<file path="config.mk">
export PLATFORM = sky130hd
export DESIGN_NAME = dlp_ctrl
export DESIGN_NICKNAME = d
export VERILOG_FILES = /design/src/rtl/dlp_pkg.sv /design/src/rtl/dlp_ctrl.sv
export SDC_FILE = /design/constraint.sdc
export NUM_CORES = 1
export LEC_CHECK = 0
export ABC_AREA = 1
export BUFFER_PORTS_ARGS = -buffer_cell sky130_fd_sc_hd__buf_2
export CAP_MARGIN = 20
export CORE_ASPECT_RATIO = 1.5
export CORE_MARGIN = 2
export CORE_UTILIZATION = 60
export CTS_CLUSTER_SIZE = 40
export DETAILED_ROUTE_END_ITERATION = 6
export HOLD_SLACK_MARGIN = 0.05
export PLACE_DENSITY = 0.83
export SETUP_SLACK_MARGIN = 0.3
export SLEW_MARGIN = 10
export SYNTH_ARGS = -nofsm -noshare
export SYNTH_HDL_FRONTEND = slang
export SYNTH_SLANG_ARGS = --single-unit
</file>
<file path="constraint.sdc">
create_clock -name CLK_SYS -period 7.3 [get_ports CLK_SYS]
set_clock_uncertainty 0.1 [all_clocks]
set_input_delay 0.73 -clock CLK_SYS [delete_from_list [all_inputs] [get_ports CLK_SYS]]
set_output_delay 0.73 -clock CLK_SYS [all_outputs]
set_load 0.02 [all_outputs]
</file>
<file path="src/rtl/dlp_pkg.sv">
`default_nettype none
package dlp_pkg;
    // register indices; byte address on the bus is four times the index
    localparam logic [7:0] DLP_IDX_RESET  = 8'h1a;
    localparam logic [7:0] DLP_IDX_GEN_W  = 8'h1b;
    localparam logic [7:0] DLP_IDX_RXC_W  = 8'h1c;
    localparam logic [7:0] DLP_IDX_RXM_W  = 8'h1d;
    localparam logic [7:0] DLP_IDX_OFS_W  = 8'h1f;
    localparam logic [7:0] DLP_IDX_M0_W   = 8'h2a;
    localparam logic [7:0] DLP_IDX_M1_W   = 8'h2b;
    localparam logic [7:0] DLP_IDX_M2_W   = 8'h2c;
    localparam logic [7:0] DLP_IDX_R0_W   = 8'h2d;
    localparam logic [7:0] DLP_IDX_R1_W   = 8'h2e;
    localparam logic [7:0] DLP_IDX_VCO_W  = 8'h2f;
    localparam logic [7:0] DLP_IDX_GEN_R  = 8'heb;
    localparam logic [7:0] DLP_IDX_RXC_R  = 8'hec;
    localparam logic [7:0] DLP_IDX_RXM_R  = 8'hed;
    localparam logic [7:0] DLP_IDX_OFS_R  = 8'hef;
    localparam logic [7:0] DLP_IDX_M0_R   = 8'hda;
    localparam logic [7:0] DLP_IDX_M1_R   = 8'hdb;
    localparam logic [7:0] DLP_IDX_M2_R   = 8'hdc;
    localparam logic [7:0] DLP_IDX_R0_R   = 8'hdd;
    localparam logic [7:0] DLP_IDX_R1_R   = 8'hde;
    localparam logic [7:0] DLP_IDX_VCO_R  = 8'hdf;
    localparam logic [7:0] DLP_REG_RST    = 8'h00;
    // general control fields
    localparam int DLP_GEN_DIV2   = 7;
    localparam int DLP_GEN_AMP    = 5;
    localparam int DLP_GEN_BIAS   = 4;
    localparam int DLP_GEN_VCO    = 3;
    localparam int DLP_GEN_SYNTH  = 2;
    localparam int DLP_GEN_DEMOD  = 1;
    // receiver control / mode fields
    localparam int DLP_RXC_DRIVE  = 7;
    localparam int DLP_RXC_COR    = 6;
    localparam int DLP_RXM_NOI    = 7;
    localparam int DLP_RXM_NOQ    = 6;
    localparam int DLP_RXM_INVI   = 5;
    localparam int DLP_RXM_INVQ   = 4;
    // top divider byte: enable, charge-pump float, lock on read
    localparam int DLP_M2_EN      = 7;
    localparam int DLP_M2_HIZ     = 6;
    localparam int DLP_M2_LOCK    = 6;
    // offset register: per channel polarity bit above three source bits
    localparam int DLP_OFS_IPOL   = 3;
    localparam int DLP_OFS_QPOL   = 7;
    // lock detection timing
    localparam int DLP_CLK_MHZ      = 125;
    localparam int DLP_LOCK_WIN_NS  = 40;
    localparam logic [7:0] DLP_LOCK_WIN_CYC =
        8'(DLP_LOCK_WIN_NS * DLP_CLK_MHZ / 1000);
    localparam logic [4:0] DLP_LOCK_COUNT = 5'h10;
endpackage
`default_nettype wire

</file>
<file path="src/rtl/dlp_ctrl.sv">
// Local design decisions: the Wishbone interface to the registers and the register addresses.
`timescale 1ns/1ps
`default_nettype none

module dlp_ctrl #(
    parameter logic [4:0] LOCK_COUNT = dlp_pkg::DLP_LOCK_COUNT
) (
    input  wire logic        CLK_SYS,
    input  wire logic        SRST,
    input  wire logic        CE,
    input  wire logic        CYC_I,
    input  wire logic        STB_I,
    input  wire logic        WE_I,
    input  wire logic [9:0]  ADR_I,
    input  wire logic [3:0]  SEL_I,
    input  wire logic [31:0] DAT_I,
    output logic      [31:0] DAT_O,
    output logic             ACK_O,
    input  wire logic        SYNTH_REFERENCE_IN,
    input  wire logic        EXTERNAL_LO_PIN,
    input  wire logic        VCO_OSC_IN,
    output logic             CP_UP,
    output logic             CP_DN,
    output logic             CP_OE,
    output logic             SYNTH_ACTIVE,
    output logic             SYNTH_LOCKED,
    output logic             VCO_POWER_ON,
    output logic             SYNTH_POWER_ON,
    output logic             DEMOD_POWER_ON,
    output logic             EXT_LO_PATH_ON,
    output logic             ILLEGAL_LO_MODE,
    output logic             LO_DIVIDE_SELECT,
    output logic             BIAS_ON,
    output logic             AMP1_ON,
    output logic             AMP2_ON,
    output logic             I_CH_ON,
    output logic             Q_CH_ON,
    output logic             IQ_CORRECTION_ON,
    output logic             HIGH_OUTPUT_DRIVE,
    output logic      [2:0]  IF_GAIN_STEP,
    output logic      [1:0]  BB_GAIN_STEP,
    output logic      [3:0]  LO_AMPLITUDE_CODE,
    output logic      [2:0]  OFFSET_SOURCE_POS_I,
    output logic      [2:0]  OFFSET_SOURCE_NEG_I,
    output logic      [2:0]  OFFSET_SOURCE_POS_Q,
    output logic      [2:0]  OFFSET_SOURCE_NEG_Q,
    output logic      [1:0]  NEGATIVE_RESISTANCE_LEVEL,
    output logic      [1:0]  INTERMOD_TUNING
);
    import dlp_pkg::*;

    typedef struct packed {
        logic        ack;
        logic [7:0]  rdat;
        logic [7:0]  gen;
        logic [7:0]  rxc;
        logic [7:0]  rxm;
        logic [7:0]  ofs;
        logic [7:0]  m0;
        logic [7:0]  m1;
        logic [7:0]  m2;
        logic [7:0]  r0;
        logic [7:0]  r1;
        logic [7:0]  vco;
        logic        ref1;
        logic        ref2;
        logic        ref3;
        logic        ext1;
        logic        ext2;
        logic        ext3;
        logic        osc1;
        logic        osc2;
        logic        osc3;
        logic [15:0] rcnt;
        logic [21:0] mcnt;
        logic        up;
        logic        dn;
        logic [7:0]  pw;
        logic [4:0]  lkc;
        logic        locked;
    } dlp_state_t;

    dlp_state_t q;
    dlp_state_t d;

    logic [7:0]  idx;
    logic        mode_vco;
    logic        mode_synth;
    logic        mode_demod;
    logic        mode_ext;
    logic        mode_bad;
    logic        synth_act;
    logic [15:0] r_lim;
    logic [21:0] m_lim;
    logic [15:0] r_val;
    logic [21:0] m_val;
    logic        ref_edge;
    logic        fb_edge;
    logic        ref_p;
    logic        fb_p;
    logic        nup;
    logic        ndn;
    logic        difamp;

    assign idx = ADR_I[9:2];

    // lo routing decode; illegal codes switch everything off as a safe state
    always_comb begin
        mode_vco   = 1'b0;
        mode_synth = 1'b0;
        mode_demod = 1'b0;
        mode_ext   = 1'b0;
        mode_bad   = 1'b0;
        unique case (q.gen[DLP_GEN_VCO:DLP_GEN_DEMOD])
            3'h0: begin
            end
            3'h1: begin
                mode_demod = 1'b1;
                mode_ext   = 1'b1;
            end
            3'h3: begin
                mode_demod = 1'b1;
                mode_synth = 1'b1;
                mode_ext   = 1'b1;
            end
            3'h7: begin
                mode_demod = 1'b1;
                mode_synth = 1'b1;
                mode_vco   = 1'b1;
            end
            default: begin
                mode_bad = 1'b1;
            end
        endcase
    end

    // the synthesiser needs both enables
    assign synth_act = mode_synth & q.m2[DLP_M2_EN];

    // divide values; zero is treated as one so the counters never stall
    assign r_val = {q.r1, q.r0};
    assign m_val = {q.m2[5:0], q.m1, q.m0};
    assign r_lim = (r_val == 16'h0000) ? 16'h0000 : r_val - 16'h0001;
    assign m_lim = (m_val == 22'h000000) ? 22'h000000 : m_val - 22'h000001;

    // edges from the second and third stages; first stages feed nothing else
    assign ref_edge = q.ref2 & ~q.ref3;
    assign fb_edge  = mode_vco ? (q.osc2 & ~q.osc3) : (q.ext2 & ~q.ext3);

    // next-state logic for the whole block
    always_comb begin
        d     = q;
        ref_p = 1'b0;
        fb_p  = 1'b0;
        nup   = 1'b0;
        ndn   = 1'b0;

        // three-stage synchronisers for the pin clocks
        d.ref1 = SYNTH_REFERENCE_IN;
        d.ref2 = q.ref1;
        d.ref3 = q.ref2;
        d.ext1 = EXTERNAL_LO_PIN;
        d.ext2 = q.ext1;
        d.ext3 = q.ext2;
        d.osc1 = VCO_OSC_IN;
        d.osc2 = q.osc1;
        d.osc3 = q.osc2;

        // classic wishbone: answer one cycle after the strobe, then drop
        d.ack = 1'b0;
        if (CYC_I && STB_I && !q.ack) begin
            d.ack  = 1'b1;
            d.rdat = 8'h00;
            if (WE_I) begin
                if (SEL_I[0]) begin
                    case (idx)
                        DLP_IDX_RESET: begin
                            d.gen = DLP_REG_RST;
                            d.rxc = DLP_REG_RST;
                            d.rxm = DLP_REG_RST;
                            d.ofs = DLP_REG_RST;
                            d.m0  = DLP_REG_RST;
                            d.m1  = DLP_REG_RST;
                            d.m2  = DLP_REG_RST;
                            d.r0  = DLP_REG_RST;
                            d.r1  = DLP_REG_RST;
                            d.vco = DLP_REG_RST;
                        end
                        DLP_IDX_GEN_W: d.gen = DAT_I[7:0];
                        DLP_IDX_RXC_W: d.rxc = DAT_I[7:0];
                        DLP_IDX_RXM_W: d.rxm = DAT_I[7:0];
                        DLP_IDX_OFS_W: d.ofs = DAT_I[7:0];
                        DLP_IDX_M0_W:  d.m0  = DAT_I[7:0];
                        DLP_IDX_M1_W:  d.m1  = DAT_I[7:0];
                        DLP_IDX_M2_W:  d.m2  = DAT_I[7:0];
                        DLP_IDX_R0_W:  d.r0  = DAT_I[7:0];
                        DLP_IDX_R1_W:  d.r1  = DAT_I[7:0];
                        DLP_IDX_VCO_W: d.vco = DAT_I[7:0];
                        default: begin
                        end
                    endcase
                end
            end else begin
                // read-only mirrors; unmapped indices read zero
                case (idx)
                    DLP_IDX_GEN_R: d.rdat = q.gen;
                    DLP_IDX_RXC_R: d.rdat = q.rxc;
                    DLP_IDX_RXM_R: d.rdat = q.rxm;
                    DLP_IDX_OFS_R: d.rdat = q.ofs;
                    DLP_IDX_M0_R:  d.rdat = q.m0;
                    DLP_IDX_M1_R:  d.rdat = q.m1;
                    DLP_IDX_M2_R: begin
                        d.rdat = q.m2;
                        d.rdat[DLP_M2_LOCK] = q.locked;
                    end
                    DLP_IDX_R0_R:  d.rdat = q.r0;
                    DLP_IDX_R1_R:  d.rdat = q.r1;
                    DLP_IDX_VCO_R: d.rdat = q.vco;
                    default:       d.rdat = 8'h00;
                endcase
            end
        end

        // dividers and phase detector run only while the loop is active
        if (!synth_act) begin
            d.rcnt   = 16'h0000;
            d.mcnt   = 22'h000000;
            d.up     = 1'b0;
            d.dn     = 1'b0;
            d.pw     = 8'h00;
            d.lkc    = 5'h00;
            d.locked = 1'b0;
        end else begin
            // reference divider sets the comparison rate
            if (ref_edge) begin
                if (q.rcnt >= r_lim) begin
                    d.rcnt = 16'h0000;
                    ref_p  = 1'b1;
                end else begin
                    d.rcnt = q.rcnt + 16'h0001;
                end
            end
            // feedback divider on the selected lo source
            if (fb_edge) begin
                if (q.mcnt >= m_lim) begin
                    d.mcnt = 22'h000000;
                    fb_p   = 1'b1;
                end else begin
                    d.mcnt = q.mcnt + 22'h000001;
                end
            end
            // reference first means vco slow: pump up raises tuning voltage
            nup = q.up | ref_p;
            ndn = q.dn | fb_p;
            if (nup && ndn) begin
                d.up = 1'b0;
                d.dn = 1'b0;
                d.pw = 8'h00;
                // a short error pulse counts toward lock, a long one breaks it
                if (q.pw <= DLP_LOCK_WIN_CYC) begin
                    if (q.lkc != LOCK_COUNT) begin
                        d.lkc = q.lkc + 5'h01;
                    end
                end else begin
                    d.lkc = 5'h00;
                end
            end else begin
                d.up = nup;
                d.dn = ndn;
                if ((nup || ndn) && q.pw != 8'hff) begin
                    d.pw = q.pw + 8'h01;
                end
                // a pulse that outgrows the window drops lock at once
                if (q.pw > DLP_LOCK_WIN_CYC) begin
                    d.lkc = 5'h00;
                end
            end
            d.locked = (d.lkc == LOCK_COUNT);
        end
    end

    // single state register; reset clears it even with clock enable low, which otherwise freezes everything
    always_ff @(posedge CLK_SYS) begin
        if (SRST) begin
            q <= '0;
        end else if (CE) begin
            q <= d;
        end
    end

    // bus outputs
    assign DAT_O = {24'h000000, q.rdat};
    assign ACK_O = q.ack;

    // charge pump floats when forced or when the loop is off
    assign CP_OE = synth_act & ~q.m2[DLP_M2_HIZ];
    assign CP_UP = q.up & CP_OE;
    assign CP_DN = q.dn & CP_OE;

    assign SYNTH_ACTIVE    = synth_act;
    assign SYNTH_LOCKED    = q.locked;
    assign VCO_POWER_ON    = mode_vco;
    assign SYNTH_POWER_ON  = mode_synth;
    assign DEMOD_POWER_ON  = mode_demod;
    assign EXT_LO_PATH_ON  = mode_ext;
    assign ILLEGAL_LO_MODE = mode_bad;

    // lo divide: set gives divide by two
    assign LO_DIVIDE_SELECT = q.gen[DLP_GEN_DIV2];
    assign BIAS_ON          = q.gen[DLP_GEN_BIAS];

    // amplifier enables, each optionally inverted to follow i or q
    assign difamp  = q.gen[DLP_GEN_AMP];
    assign AMP1_ON = difamp ^ q.rxm[DLP_RXM_INVI];
    assign AMP2_ON = difamp ^ q.rxm[DLP_RXM_INVQ];

    // channel select; the reserved code leaves both channels off
    assign I_CH_ON = mode_demod & ~q.rxm[DLP_RXM_NOI];
    assign Q_CH_ON = mode_demod & ~q.rxm[DLP_RXM_NOQ];

    // receiver options straight from their register bits
    assign IQ_CORRECTION_ON  = q.rxc[DLP_RXC_COR];
    assign HIGH_OUTPUT_DRIVE = q.rxc[DLP_RXC_DRIVE];
    assign IF_GAIN_STEP      = q.rxc[4:2];
    assign BB_GAIN_STEP      = q.rxc[1:0];
    assign LO_AMPLITUDE_CODE = q.rxm[3:0];

    // offset sources: one polarity at a time so they never fight
    assign OFFSET_SOURCE_POS_I = q.ofs[DLP_OFS_IPOL] ? 3'h0 : q.ofs[2:0];
    assign OFFSET_SOURCE_NEG_I = q.ofs[DLP_OFS_IPOL] ? q.ofs[2:0] : 3'h0;
    assign OFFSET_SOURCE_POS_Q = q.ofs[DLP_OFS_QPOL] ? 3'h0 : q.ofs[6:4];
    assign OFFSET_SOURCE_NEG_Q = q.ofs[DLP_OFS_QPOL] ? q.ofs[6:4] : 3'h0;

    // oscillator settings
    assign NEGATIVE_RESISTANCE_LEVEL = q.vco[1:0];
    assign INTERMOD_TUNING           = q.vco[3:2];

endmodule
`default_nettype wire

</file>
==> impl_results.rst <==
.. list-table::
   :header-rows: 1

   * - Metric
     - Value
   * - Vias in the first global route
     - 8736
   * - Post-CTS sizing
     - 0
   * - Synthesized instance count
     - 1445
   * - Maximum root-to-sink buffer count
     - 2
   * - Total of fill cells in the finished design
     - 1444
   * - Metal2 WL
     - 13700 um
   * - Pwr dens
     - 175 nW/um^2
   * - Type of element launching the critical path
     - register
   * - Avg Vias per Cell
     - 5.72
   * - Clock sinks
     - 152
   * - Proportion of layout cells with a drive suffix above 1
     - 0.105
   * - Leakage
     - 0.00432 uW
   * - Final number of setup-violating endpoints
     - 0
   * - Post-Place Cells
     - 1665
   * - Final hold vios
     - 0
   * - FF-to-FF Start
     - m_val[1]$_SDFFE_PP0P_
   * - Die height
     - 158 um
   * - Critical path start-end classification
     - reg -> reg
   * - Clock slew at the register clock pins of the worst setup and hold paths
     - 0.07 ns
   * - Number of cells in the finished layout apart from fillers
     - 1698
   * - Count of yosys warnings during synthesis
     - 0
   * - Startpoint of the lowest-slack hold path
     - q[68]$_SDFFE_PP0P_
   * - Seq pwr share
     - 0.464
   * - Postcts setup bufs
     - 0
   * - RSZ-0062 raised after global routing
     - no
   * - Register area share after synthesis
     - 0.319
   * - Portion of the clock cycle consumed by the worst path in the final layout
     - 0.553
   * - Overflow after GRT
     - 0
   * - Synthesized flop and latch total
     - 152
   * - Synth unique cells
     - 55
   * - Synthesized area per cell
     - 6.59 sq um
   * - Hold Path Depth
     - 2
   * - Primary flip-flop cell chosen by synthesis mapping
     - sky130_fd_sc_hd__dfxtp_1
   * - Wire length of the first global-routing pass
     - 43000 um
   * - Number of search-and-repair iterations in the first detailed-routing pass
     - 5
   * - Quantity of I/O buffers inserted on ports
     - 77
   * - Setup total negative slack
     - 0 ns
   * - Floorplan core area
     - 15600 sq um
   * - DPL Wire Length
     - 19900 um
   * - Combinational group share of total power
     - 0.059
   * - Top sig layer
     - met4
   * - Worst VDD drop
     - 0.229 mV
   * - DRC viols
     - 0
   * - Reg2reg end
     - q[24]$_SDFFE_PP0P_
   * - Clock H-tree levels
     - 4
   * - Crit path arrival time
     - 4.29 ns
   * - Final routed wire length divided by cell count
     - 16.0 um
   * - Footprint of the multi-input gates
     - 5500 sq um
   * - Leading cell types by total area after synthesis
     - sky130_fd_sc_hd__dfxtp_1 (32%), sky130_fd_sc_hd__nand2_1 (15%), sky130_fd_sc_hd__a21oi_1 (7.6%)
   * - Root Driver
     - sky130_fd_sc_hd__clkbuf_16
   * - Total GRT Usage
     - 0.321
   * - Sequential cell area in the final layout
     - 3040 sq um
   * - # Max-Cap Violations
     - 0
   * - Growth of design area from synthesis to finish
     - 8.84%
   * - Pin count of the biggest net entering global routing
     - 110
   * - Most used standard cell by instance count after synthesis
     - sky130_fd_sc_hd__nand2_1
   * - Nature of the critical path endpoint
     - register
   * - Met3 routed wirelength
     - 1790 um
   * - GP Congestion
     - 1.03
   * - Worst path required time
     - 7.55 ns
   * - TritonCTS clock tree
     - done
   * - Clock share of power
     - 0.477
   * - Mapped cell area
     - 9530 sq um
   * - DRT met1 WL
     - 10400 um
   * - Largest fanout on the critical path
     - 9
   * - Count of final max-slew check failures
     - 0
   * - Reg2reg setup slack
     - 3.26 ns
   * - Layout net count
     - 1585
   * - Hold path endpoint
     - q[68]$_SDFFE_PP0P_
   * - Violation count after the first detailed-route iteration
     - 703
   * - Count of antenna-violating nets left after detailed routing
     - 0
   * - Worst hold path type
     - reg -> reg
   * - Outcome
     - complete, no violations
   * - Standard-cell row count
     - 56
   * - Shortest clock period the worst path allows after layout
     - 4.04 ns
   * - Total clock buffers created by CTS
     - 17
   * - Insertion delay to the later sink of the worst-skew pair
     - 0.43 ns
   * - Ant diodes
     - 0
   * - # IOs
     - 131
   * - Die Outline Area
     - 16900 sq um
   * - Cell type with the largest total area after synthesis
     - sky130_fd_sc_hd__dfxtp_1
   * - Number of flops mapped to enable cells by yosys
     - 0
   * - Highest clock rate
     - 248 MHz
   * - Actual slew at the worst max-slew pin
     - 1.11 ns
   * - FF-to-FF path depth
     - 24
   * - Final core utilization
     - 0.664
   * - Share of async-settable or async-resettable flops after synthesis
     - 0
   * - Commonest cells in the synthesized netlist
     - sky130_fd_sc_hd__nand2_1 (393), sky130_fd_sc_hd__nor2_1 (153), sky130_fd_sc_hd__dfxtp_1 (152)
   * - Switching power share of the total
     - 0.274
   * - Worst slew margin
     - 0.262
   * - Via count of the routed design
     - 9708
   * - Routed WL
     - 27200 um
   * - Antenna violations before repair
     - 0
   * - Die boundary width
     - 107 um
   * - Starting density of the core
     - 0.610
   * - Yosys top cell area share
     - 0.319
   * - Cts hold-fix bufs
     - 0
   * - Power spent charging and discharging nets
     - 496 uW
   * - Internal portion of total power
     - 1320 uW
per-layer routing:
layer  vias to the layer above  global-route usage
met2                       395               0.576
met5                         -                   0
li1                       4756                   -
met4                         0               0.169
met3                        94              0.0528
met1                      4463               0.362
registers in the layout, summed over array words and instances (netlist names), 2 cells and up:
| name | cells |
|---|---|
| q | 96 |
| IF_GAIN_STEP | 3 |
| DAT_O | 8 |
| m_val | 22 |
| INTERMOD_TUNING | 2 |
| BB_GAIN_STEP | 2 |
| LO_AMPLITUDE_CODE | 4 |
| NEGATIVE_RESISTANCE_LEVEL | 2 |
| d | 6 |
power by group through the flow:
stage	Sequential, uW	Clock, uW	Combinational [uW]
final	841	863	107
after floorplan	858	0	82.4
after detailed placement	860	0	103
after global placement	859	0	102
after CTS	841	868	103
after global routing	841	906	116
critical path: stages, from the launching register on:
cell and delay [ns]:
sky130_fd_sc_hd__dfxtp_1 0.31, sky130_fd_sc_hd__inv_1 0.14, sky130_fd_sc_hd__ha_1 0.21, sky130_fd_sc_hd__inv_1 0.09
sky130_fd_sc_hd__nor2_2 0.14, sky130_fd_sc_hd__nand3b_1 0.12, sky130_fd_sc_hd__nor3_1 0.19, sky130_fd_sc_hd__nand4_1 0.15
sky130_fd_sc_hd__nor3_2 0.21, sky130_fd_sc_hd__nand2_1 0.08, sky130_fd_sc_hd__nor2_1 0.19, sky130_fd_sc_hd__nand2_1 0.12
sky130_fd_sc_hd__nand2_1 0.09, sky130_fd_sc_hd__ha_1 0.24, sky130_fd_sc_hd__a21oi_1 0.15, sky130_fd_sc_hd__nor2_1 0.05
sky130_fd_sc_hd__nor2_1 0.11, sky130_fd_sc_hd__nand2_1 0.08, sky130_fd_sc_hd__a21oi_2 0.14, sky130_fd_sc_hd__nand2_2 0.12
sky130_fd_sc_hd__nor2_1 0.26, sky130_fd_sc_hd__inv_1 0.08, sky130_fd_sc_hd__nand2_1 0.12, sky130_fd_sc_hd__nand2_1 0.22
sky130_fd_sc_hd__nor3b_1 0.24
cell usage in the layout (no fill, tap or decap), drive strengths merged, types with 12 or more instances in the layout:
cell type and count:
a21oi 146, buf 81, clkbuf 17, conb 24
dfxtp 152, ha 48, inv 160, nand2 404
nand3 82, nand4 24, nor2 160, nor3 35
nor4 12, o21ai 49, xor2 24
kinds of logic (layout without fill, tap and decap cells):
kind of cell | count (synthesis) | in the layout | share of synthesized area
AOI/OAI and AO/OA | 249 | 249 | 0.146
buffers and inverters | 235 | 262 | 0.112
other | 1 | 24 | 0.000394
xor gates and xnor gates | 32 | 32 | 0.0294
and+or+nand+nor | 728 | 728 | 0.330
DFF | 152 | 152 | 0.319
adders and majority gates | 48 | 48 | 0.0630
per-stage QoR:
step	total power (uW)	area, sq um	hold slack [ns]	setup slack (ns)
final	1810	10400	0.364	3.26
after global placement	961	9780	0.345	3.35
after global routing	1860	10400	0.384	2.75
after floorplan	941	9610	0.334	3.95
after CTS	1810	10300	0.366	3.28
after detailed placement	963	9780	0.355	3.29
cell type report:
| type | instances | share of cell area |
|---|---|---|
| multi-input combinational | 1081 | 0.531 |
| tap | 203 | 0.0245 |
| sequential | 152 | 0.293 |
| clock buffer | 17 | 0.0410 |
| timing repair buffer | 81 | 0.0415 |
| inverter | 149 | 0.0544 |
| clock inverter | 15 | 0.0142 |
worst max path at each step:
stage | end | startpoint
detailed placement | q[24]$_SDFFE_PP0P_ | m_val[0]$_SDFFE_PP0P_
finish | q[24]$_SDFFE_PP0P_ | m_val[1]$_SDFFE_PP0P_
CTS | q[24]$_SDFFE_PP0P_ | m_val[0]$_SDFFE_PP0P_
floorplan | q[13]$_SDFFE_PP0P_ | m_val[0]$_SDFFE_PP0P_
global route | q[24]$_SDFFE_PP0P_ | m_val[0]$_SDFFE_PP0P_
global placement | q[24]$_SDFFE_PP0P_ | m_val[0]$_SDFFE_PP0P_
Note: power is estimated with default switching activity, not from simulation.
